==> config.mk <==
export PLATFORM = sky130hd
export DESIGN_NAME = pds_scheduler
export DESIGN_NICKNAME = d
export VERILOG_FILES = /design/src/inc/pds_pkg.sv /design/src/rtl/pds_scheduler.sv
export SDC_FILE = /design/constraint.sdc
export NUM_CORES = 1
export LEC_CHECK = 0
export ABC_AREA = 1
export BUFFER_PORTS_ARGS = -buffer_cell sky130_fd_sc_hd__buf_2
export CAP_MARGIN = 20
export CORE_MARGIN = 10
export CORE_UTILIZATION = 30
export DETAILED_ROUTE_END_ITERATION = 16
export HOLD_SLACK_MARGIN = 0.15
export PLACE_DENSITY = 0.48
export REMOVE_ABC_BUFFERS = 1
export SYNTH_ARGS = -nofsm -noshare
export SYNTH_HDL_FRONTEND = slang
export SYNTH_SLANG_ARGS = --single-unit
==> constraint.sdc <==
create_clock -name i_clk -period 13.95 [get_ports i_clk]
set_input_delay 3.4875 -clock i_clk [delete_from_list [all_inputs] [get_ports i_clk]]
set_output_delay 3.4875 -clock i_clk [all_outputs]
set_load 0.02 [all_outputs]
==> src/inc/pds_pkg.sv <==
// Package for the diagnostic conversion scheduler: register map, fields, types
`default_nettype none
package pds_pkg;
  // ****************************************************************
  // Sizes
  // ****************************************************************
  localparam int NUM_CH = 8;
  localparam int CH_W = 3;
  localparam int QDEPTH = 8;
  localparam int QIDX_W = 4;
  localparam int RES_W = 16;
  localparam int ADDR_W = 8;
  localparam int DATA_W = 32;

  // ****************************************************************
  // Register map (byte offsets, one word apart, on the plain register port)
  // ****************************************************************
  localparam logic [7:0] OFS_CTRL = 8'h00;
  localparam logic [7:0] OFS_STATUS = 8'h04;
  localparam logic [7:0] OFS_SETUP_BASE = 8'h40;
  localparam logic [7:0] OFS_RESULT_BASE = 8'h80;
  localparam logic [7:0] OFS_QUEUE_BASE = 8'hc0;
  localparam logic [7:0] OFS_BLOCK_MASK = 8'hc0;

  // Control fields
  localparam int CTRL_ENABLE_BIT = 0;
  localparam int CTRL_STORE_BIT = 1;
  // Status fields
  localparam int STAT_NE_BIT = 0;
  localparam int STAT_FULL_BIT = 1;
  localparam int STAT_BUSY_BIT = 2;

  // ****************************************************************
  // Per-channel conversion setup layout
  // ****************************************************************
  typedef struct packed {
    logic [13:0] wait_time;   // [29:16]
    logic [2:0] limit_sel;    // [15:13]
    logic [3:0] mux_addr;     // [12:9]
    logic mux_en;             // [8]
    logic [5:0] phys_input;   // [7:2]
    logic [1:0] unit_sel;     // [1:0]
  } pds_setup_t;
  localparam int SETUP_W = $bits(pds_setup_t);
  localparam logic [SETUP_W-1:0] SETUP_RESET = '0;

  // Converter request bundle
  typedef struct packed {
    logic trig;
    logic [CH_W-1:0] chan;
    pds_setup_t setup;
  } pds_conv_req_t;

  // Register port request bundle
  typedef struct packed {
    logic wr;
    logic rd;
    logic [ADDR_W-1:0] addr;
    logic [DATA_W-1:0] wdata;
  } pds_bus_req_t;
endpackage
`default_nettype wire

==> src/rtl/pds_scheduler.sv <==
// Diagnostic conversion scheduler: trigger queue, converter hand-off, results
`default_nettype none

module pds_scheduler #(
  parameter int NUM_CH = pds_pkg::NUM_CH,
  parameter int QDEPTH = pds_pkg::QDEPTH
) (
  input wire logic i_clk,                                 // System clock
  input wire logic i_rst_n,                               // Sync reset, low
  input wire logic [NUM_CH-1:0] i_pwm_channel_trigger,    // Channel trigger pulses
  input wire logic i_conversion_end_pulse,                // Conversion done pulse
  input wire logic [pds_pkg::RES_W-1:0] i_conv_result,    // Converter result
  input wire pds_pkg::pds_bus_req_t i_bus,                // Register port request
  output logic [pds_pkg::DATA_W-1:0] o_rdata,             // Read data, next cycle
  output pds_pkg::pds_conv_req_t o_conv,                  // Trigger, channel, setup
  output logic o_queue_not_empty_flag,                    // Queue holds entries
  output logic o_queue_full_flag,                         // Slot 7 occupied
  output logic o_queue_full_irq                           // One-cycle full pulse
);
  localparam int CW = pds_pkg::CH_W;
  localparam int QW = pds_pkg::QIDX_W;
  localparam logic [QW-1:0] QD = QW'(QDEPTH);

  typedef enum logic [0:0] {S_IDLE, S_BUSY} pds_state_t;

  // All state of the block
  typedef struct packed {
    pds_state_t state;
    logic enable;
    logic store_en;
    logic [QDEPTH-1:0][CW-1:0] queue;
    logic [QW-1:0] count;
    logic [NUM_CH-1:0][pds_pkg::SETUP_W-1:0] setup;
    logic [NUM_CH-1:0][pds_pkg::RES_W-1:0] result;
    pds_pkg::pds_conv_req_t conv;
    logic ne;
    logic full;
    logic irq;
    logic [pds_pkg::DATA_W-1:0] rdata;
  } pds_regs_t;

  pds_regs_t s_reg;
  pds_regs_t s_next;

  // ****************************************************************
  // Next-state logic
  // ****************************************************************
  always_comb begin
    logic shift;
    logic [QW-1:0] cnt;
    logic [pds_pkg::ADDR_W-1:0] a;
    logic [CW-1:0] idx;
    shift = 1'b0;
    cnt = '0;
    a = '0;
    idx = '0;
    s_next = s_reg;
    s_next.conv.trig = 1'b0;
    s_next.irq = 1'b0;
    s_next.rdata = '0;

    // End pulse: optional store, then drop head
    shift = i_conversion_end_pulse && (s_reg.state == S_BUSY);
    if (shift) begin
      if (s_reg.store_en) begin
        s_next.result[s_reg.conv.chan] = i_conv_result;
      end
      for (int j = 0; j < QDEPTH - 1; j++) begin
        s_next.queue[j] = s_reg.queue[j+1];
      end
      s_next.queue[QDEPTH-1] = '0;
    end
    cnt = shift ? s_reg.count - QW'(1) : s_reg.count;

    // Triggers in ascending order; full queue drops them
    // Counting from the post-shift fill lets an end pulse free slot 7 for a
    // trigger arriving in that very cycle, instead of losing it
    if (s_reg.enable) begin
      for (int c = 0; c < NUM_CH; c++) begin
        if (i_pwm_channel_trigger[c]) begin
          if (cnt >= QD) begin
            s_next.irq = 1'b1;
          end else begin
            s_next.queue[cnt[QW-2:0]] = CW'(c);
            if (cnt == QD - QW'(1)) begin
              s_next.irq = 1'b1;
            end
            cnt = cnt + QW'(1);
          end
        end
      end
    end
    s_next.count = cnt;
    s_next.ne = (cnt != '0);
    s_next.full = (cnt == QD);

    // Converter hand-off; one conversion outstanding at a time
    case (s_reg.state)
      S_IDLE: begin
        if (s_reg.enable && cnt != '0) begin
          s_next.state = S_BUSY;
        end
      end
      S_BUSY: begin
        if (shift) begin
          // Stay busy while entries remain so the next trigger follows the end pulse
          s_next.state = (s_reg.enable && cnt != '0) ? S_BUSY : S_IDLE;
        end
      end
      default: s_next.state = S_IDLE;
    endcase
    if (s_next.state == S_BUSY && (s_reg.state == S_IDLE || shift)) begin
      // Head after shift and enqueue drives trigger and setup together
      s_next.conv.trig = 1'b1;
      s_next.conv.chan = s_next.queue[0];
      s_next.conv.setup = s_reg.setup[s_next.queue[0]];
    end

    // Register writes
    a = i_bus.addr;
    idx = CW'(a[pds_pkg::ADDR_W-3:2]);
    if (i_bus.wr) begin
      if (a == pds_pkg::OFS_CTRL) begin
        s_next.enable = i_bus.wdata[pds_pkg::CTRL_ENABLE_BIT];
        s_next.store_en = i_bus.wdata[pds_pkg::CTRL_STORE_BIT];
      end else if ((a & pds_pkg::OFS_BLOCK_MASK) == pds_pkg::OFS_SETUP_BASE &&
                   int'(a[pds_pkg::ADDR_W-3:2]) < NUM_CH) begin
        s_next.setup[idx] = i_bus.wdata[pds_pkg::SETUP_W-1:0];
      end
    end
    // Register reads, data one cycle later; unmapped reads zero
    if (i_bus.rd) begin
      if (a == pds_pkg::OFS_CTRL) begin
        s_next.rdata[pds_pkg::CTRL_ENABLE_BIT] = s_reg.enable;
        s_next.rdata[pds_pkg::CTRL_STORE_BIT] = s_reg.store_en;
      end else if (a == pds_pkg::OFS_STATUS) begin
        s_next.rdata[pds_pkg::STAT_NE_BIT] = s_reg.ne;
        s_next.rdata[pds_pkg::STAT_FULL_BIT] = s_reg.full;
        s_next.rdata[pds_pkg::STAT_BUSY_BIT] = (s_reg.state == S_BUSY);
      end else if (int'(a[pds_pkg::ADDR_W-3:2]) < NUM_CH) begin
        case (a & pds_pkg::OFS_BLOCK_MASK)
          pds_pkg::OFS_SETUP_BASE: s_next.rdata[pds_pkg::SETUP_W-1:0] = s_reg.setup[idx];
          pds_pkg::OFS_RESULT_BASE: s_next.rdata[pds_pkg::RES_W-1:0] = s_reg.result[idx];
          pds_pkg::OFS_QUEUE_BASE: s_next.rdata[CW-1:0] = s_reg.queue[idx];
          default: s_next.rdata = '0;
        endcase
      end
    end
  end

  // ****************************************************************
  // State register
  // ****************************************************************
  // Reset wipes queue, flags and trigger; results cleared too for determinism
  always_ff @(posedge i_clk) begin
    if (!i_rst_n) begin
      s_reg <= '0;
      s_reg.state <= S_IDLE;
    end else begin
      s_reg <= s_next;
    end
  end

  // Outputs straight from flops
  assign o_rdata = s_reg.rdata;
  assign o_conv = s_reg.conv;
  assign o_queue_not_empty_flag = s_reg.ne;
  assign o_queue_full_flag = s_reg.full;
  assign o_queue_full_irq = s_reg.irq;
endmodule
`default_nettype wire

# Word-level counts from Yosys, hierarchy flattened
# Index checks and enable logic that the tools add are counted.
dict set report totals {
  out_inout_bits 69
  reg_bits 468
}
dict set report classes {
  bitwise 27
  n_eq_ne 13
  add_sub_neg 9
  reduce_logical 26
  magnitude_cmp 30
  n_mux 114
}
# operator count
set op_table {}
lappend op_table {{$mux W24} 25}
lappend op_table {{$bwmux W240} 1}
lappend op_table {{$bmux W30 S3} 2}
lappend op_table {{$bwmux W128} 1}
lappend op_table {{$mux W4} 25}
lappend op_table {{$demux W30 S3} 1}
lappend op_table {{$mux W30} 3}
lappend op_table {{$demux W3 S3} 8}
lappend op_table {{$and A16 B16 Y16} 3}
lappend op_table {{$bmux W16 S3} 1}
lappend op_table {{$demux W16 S3} 1}
lappend op_table {{$not A16 Y16} 3}
lappend op_table {{$or A16 B16 Y16} 3}
lappend op_table {{$lt A3 B4 Y1 const B} 11}
lappend op_table {{$mux W34} 1}
lappend op_table {{$mux W3} 11}
lappend op_table {{$add A4 B1 Y4 const B} 8}
lappend op_table {{$eq A4 B3 Y1 const B} 8}
lappend op_table {{$ge A4 B4 Y1 const B} 8}
lappend op_table {{$mux W16} 2}
lappend op_table {{$ge A3 B1 Y1 const B} 10}
lappend op_table {{$mux W1} 27}
lappend op_table {{$pmux W13 S2} 1}
lappend op_table {{$and A24 B24 Y24} 1}
lappend op_table {{26 further kinds} 54}

# Depth between registers and ports, before layout
dict set report logic_depth {
  word_depth 42
  depth_mapped 43
  depth_no_buf 41
}

# Worst setup path after synthesis
# Ideal clock, no wire load.
dict set report synth_path {
  path_kind {input port to flip-flop}
  start {input i_conversion_end_pulse}
  end {register s_reg (netlist bit o_conv[0])}
  t_arrival_ps 8397
  slack_ps 5441
  n_path_buf 3
  cell_stages 41
  cell_sequence {nand2_1 > buf_6 > nand2_1 > nand2_1 > inv_1 > ha_1 > nand4_1 > nand2_2 > ha_1 > nand2_1 > o21ai_4 > ha_1 > nand4_1 > nand2_2 > ha_1 > nand4_1 > nand2_2 > ha_1 > [... 5 more ...] > ha_1 > nand2_1 > inv_1 > nand3_1 > nand2_1 > nand2_1 > nor2_1 > nand2_2 > nand2_4 > nand2_2 > buf_6 > buf_6 > nand2_1 > nand3_1 > nand3_1 > nand2_1 > nor2_1 > nor2_1}
}
dict set report synth_between {
  elab_chain_len 41
  word_cells_on_any_way 137
}
# element line_no
set synth_lines {}
lappend synth_lines {{start: declaration} pds_scheduler.sv:11} ;# input wire logic i_conversion_end_pulse,
lappend synth_lines {{$logic_and A1 B1 Y1 (*)} pds_scheduler.sv:63} ;# shift = i_conversion_end_pulse && (s_reg.state == S_BUSY);
lappend synth_lines {{branches (longest 40 deep; another with $add A4 B1 Y4)} --}
lappend synth_lines {{end signal: assignment} pds_scheduler.sv:160} ;# s_reg <= s_next;
lappend synth_lines {{end: declaration} pds_scheduler.sv:42} ;# pds_regs_t s_reg;
# Every way passes the cells marked *. The select of a mux whose other input is x is not followed.
# A chain may end at the register's enable or synchronous reset.

# Worst setup path in the final report
dict set report layout_path {
  start {input i_conversion_end_pulse}
  end {register s_reg (netlist bit o_conv[5])}
}
# The elaborated chain is that of the path after synthesis.

==> flow_summary.json <==
{
  "drt-pass1-iter-count": 6,
  "ctsResizeCount": 0,
  "hold_path.class": "register to register",
  "p_leak_uw": 0.0106,
  "startpoint": "i_conversion_end_pulse",
  "ctsHoldBuffers": 0,
  "die_w_microns": 307,
  "ff2ff_path_depth": 41,
  "r2r-start": "s_reg[467]$_SDFF_PN0_",
  "antenna_left": 0,
  "report.final.hold_viol_count": 0,
  "critPathArrivalTime_ns": 11.13,
  "hold_path_end": "s_reg[100]$_SDFFE_PN0P_",
  "dp_hpwl_microns": 52800,
  "max_clock_freq_mhz": 94.3,
  "grt_max_degree": 228,
  "grt_pass1_vias": 22200,
  "yosysTopAreaCell": "dfxtp_1",
  "crit_path_start_kind": "input pin",
  "cp.required_ns": 14.48,
  "grt_pass1_wl_microns": 138000,
  "period_needed_ns": 10.60,
  "grt-ovfl-total": 0,
  "syn-cell-area_sq_mm": 0.0246,
  "layout.nets": 3593,
  "synth_warnings": 0,
  "drv_slew": 0,
  "slowest_delay_ns": 0.84,
  "rrSetupSlack_ns": 5.97,
  "final.setup_skew_ns": 0.0485,
  "clockBufferDepth": 3,
  "yosysUniqueCellTypes": 47,
  "port_buffers": 133,
  "dpl_cell_area_sq_mm": 0.0253,
  "synthTopCellsByCount": "542 x o21ai_0, 466 x dfxtp_1, 434 x nor2_1, 396 x inv_1, 386 x nand2_1",
  "fin_cells": 4632,
  "synthArstFlopShare": 0,
  "post_cts_buffers": 0,
  "dp.cells": 4523,
  "status": "complete, no violations",
  "nFillCells": 8979,
  "yosysMostFrequentCell": "o21ai_0",
  "drt-wirelength-per-cell_microns": 19.5,
  "relSlewSlack": 0.205,
  "fin_ws_ns": 3.35,
  "htree_levels": 2,
  "setup_viol": 0,
  "whs_path_depth": 2,
  "ys_seq_elements": 466,
  "start_util": 0.302,
  "worstSetupPathType": "input pin to register",
  "worst_pin_slew_ns": 1.19,
  "gp_congestion": 0.845,
  "ir_worst_vdd_mv": 0.0776,
  "core-area_sq_mm": 0.0817,
  "cts_made_buffers": 56,
  "area.growth.synth_to_final_pct": 10.7,
  "rows": 105,
  "vias_per_cell": 5.12,
  "fin_total_pwr_uw": 3130,
  "syn_area_per_cell_sq_um": 6.82,
  "finalCritPeriodShare": 0.760,
  "ioPinCount": 138,
  "clk_pin_slew_ns": 0.06,
  "cts_tree": "done",
  "drtIter0Drc": 1892,
  "dp_slack_ns": 2.71,
  "p_per_area_mw_per_mm2": 115,
  "vias": 23700,
  "worstPathMaxFanout": 38,
  "ys_top_cells_by_area": "dfxtp_1 38%, o21ai_0 11%, a21oi_1 7.5%",
  "track_usage": 0.185,
  "drive_gt1_frac": 0.105,
  "drt_wl_total_microns": 90400,
  "insertion_delay_ns": 0.65,
  "die_area_sq_mm": 0.0940,
  "crit_top_cell": "nand2_1",
  "yosysSeqAreaShare": 0.379,
  "final_area_sq_mm": 0.0273,
  "maxCapViolations": 0,
  "cts_root_buffer": "clkbuf_16",
  "synthCells": 3615,
  "synth_edf_count": 0,
  "grt_antenna_before_repair": 19,
  "cts_sinks": 466,
  "drc": 0,
  "critPathSlowestCell": "inv_2",
  "yosys.area.top_type_share": 0.379,
  "fin_setup_tns_ns": 0,
  "hp-start": "s_reg[100]$_SDFFE_PN0P_",
  "die_h_microns": 307,
  "endpoint_kind": "register",
  "largest_reg_flops": 399,
  "synth_ff_type": "dfxtp_1",
  "rsz0062_at_grt": "false",
  "reg2reg_to": "o_conv[5]$_SDFFE_PN0P_"
}
## layer usage
metal / global-route usage / wire [microns] / up-vias / share of wire
met5: 0 / 126 / - / 0.0014
met3: 0.0291 / 5200 / 147 / 0.058
met4: 0.0509 / 2130 / 22 / 0.024
met1: 0.248 / 41100 / 11100 / 0.46
met2: 0.304 / 41800 / 645 / 0.46
li1: - / - / 11800 / -
## worst max path at each step
stage	end	slack (ns)	depth (start not counted)
after floorplan	o_conv[0]$_SDFFE_PN0P_	3.22	39
after global placement	o_conv[5]$_SDFFE_PN0P_	2.66	42
after detailed placement	o_conv[25]$_SDFFE_PN0P_	2.71	42
after CTS	o_conv[4]$_SDFFE_PN0P_	3.37	42
after global routing	o_conv[4]$_SDFFE_PN0P_	2.69	42
final	o_conv[5]$_SDFFE_PN0P_	3.35	42
## critical path: cells and delay by family
| kind | cells | cell delay, ns |
|---|---|---|
| buffers and inverters | 7 | 2.29 |
| adders and majority gates | 7 | 1.91 |
| AOI/OAI and AO/OA | 1 | 0.11 |
| and+or+nand+nor | 27 | 3.30 |
## cells in the final DEF, fill, tap and decap left out, types with 17 or more instances in the layout
| master | n |
|---|---|
| a21oi_1 | 368 |
| a221oi_1 | 72 |
| buf_2 | 131 |
| buf_4 | 44 |
| clkbuf_16 | 56 |
| clkbuf_8 | 17 |
| clkinv_2 | 17 |
| dfxtp_1 | 466 |
| inv_1 | 393 |
| inv_2 | 17 |
| nand2_1 | 385 |
| nand2_2 | 27 |
| nand3_1 | 342 |
| nand4_1 | 29 |
| nor2_1 | 432 |
| o211ai_1 | 39 |
| o21ai_0 | 542 |
| o221ai_1 | 25 |
## stage by stage
step                utilization  hold slack, ns
floorplan                     -           0.429
global placement          0.310           0.443
detailed placement        0.310           0.445
CTS                       0.334           0.455
global route              0.334           0.468
finish                    0.334           0.456
## power breakdown
part           internal (uW)  switching, uW  total (uW)
Combinational           68.0            195         263
Sequential              1340           3.61        1340
Clock                    906            625        1530
Total                   2310            823        3130
## kinds of logic (layout without fill, tap and decap cells)
family,after synthesis,after routing,share of synthesized area
and+or+nand+nor,1281,1281,0.234
AOI/OAI and AO/OA,1094,1094,0.246
buffers and inverters,760,703,0.134
DFF,466,466,0.379
adders and majority gates,13,13,0.00660
other,1,5,0.000152
## area by class of cell
| class | instances | area (sq um) | share of cell area |
|---|---|---|---|
| multi-input cells | 2390 | 12100 | 0.442 |
| diodes | 3 | 7.51 | 0.000275 |
| clock buffers | 83 | 1670 | 0.0613 |
| inverters | 420 | 1580 | 0.0579 |
| flip-flops and latches | 466 | 9330 | 0.342 |
| repair buffers | 177 | 1020 | 0.0374 |
| clock inverters | 23 | 267 | 0.00977 |
| well taps | 1070 | 1340 | 0.0491 |
No activity file was read; power rests on OpenSTA's default activity.
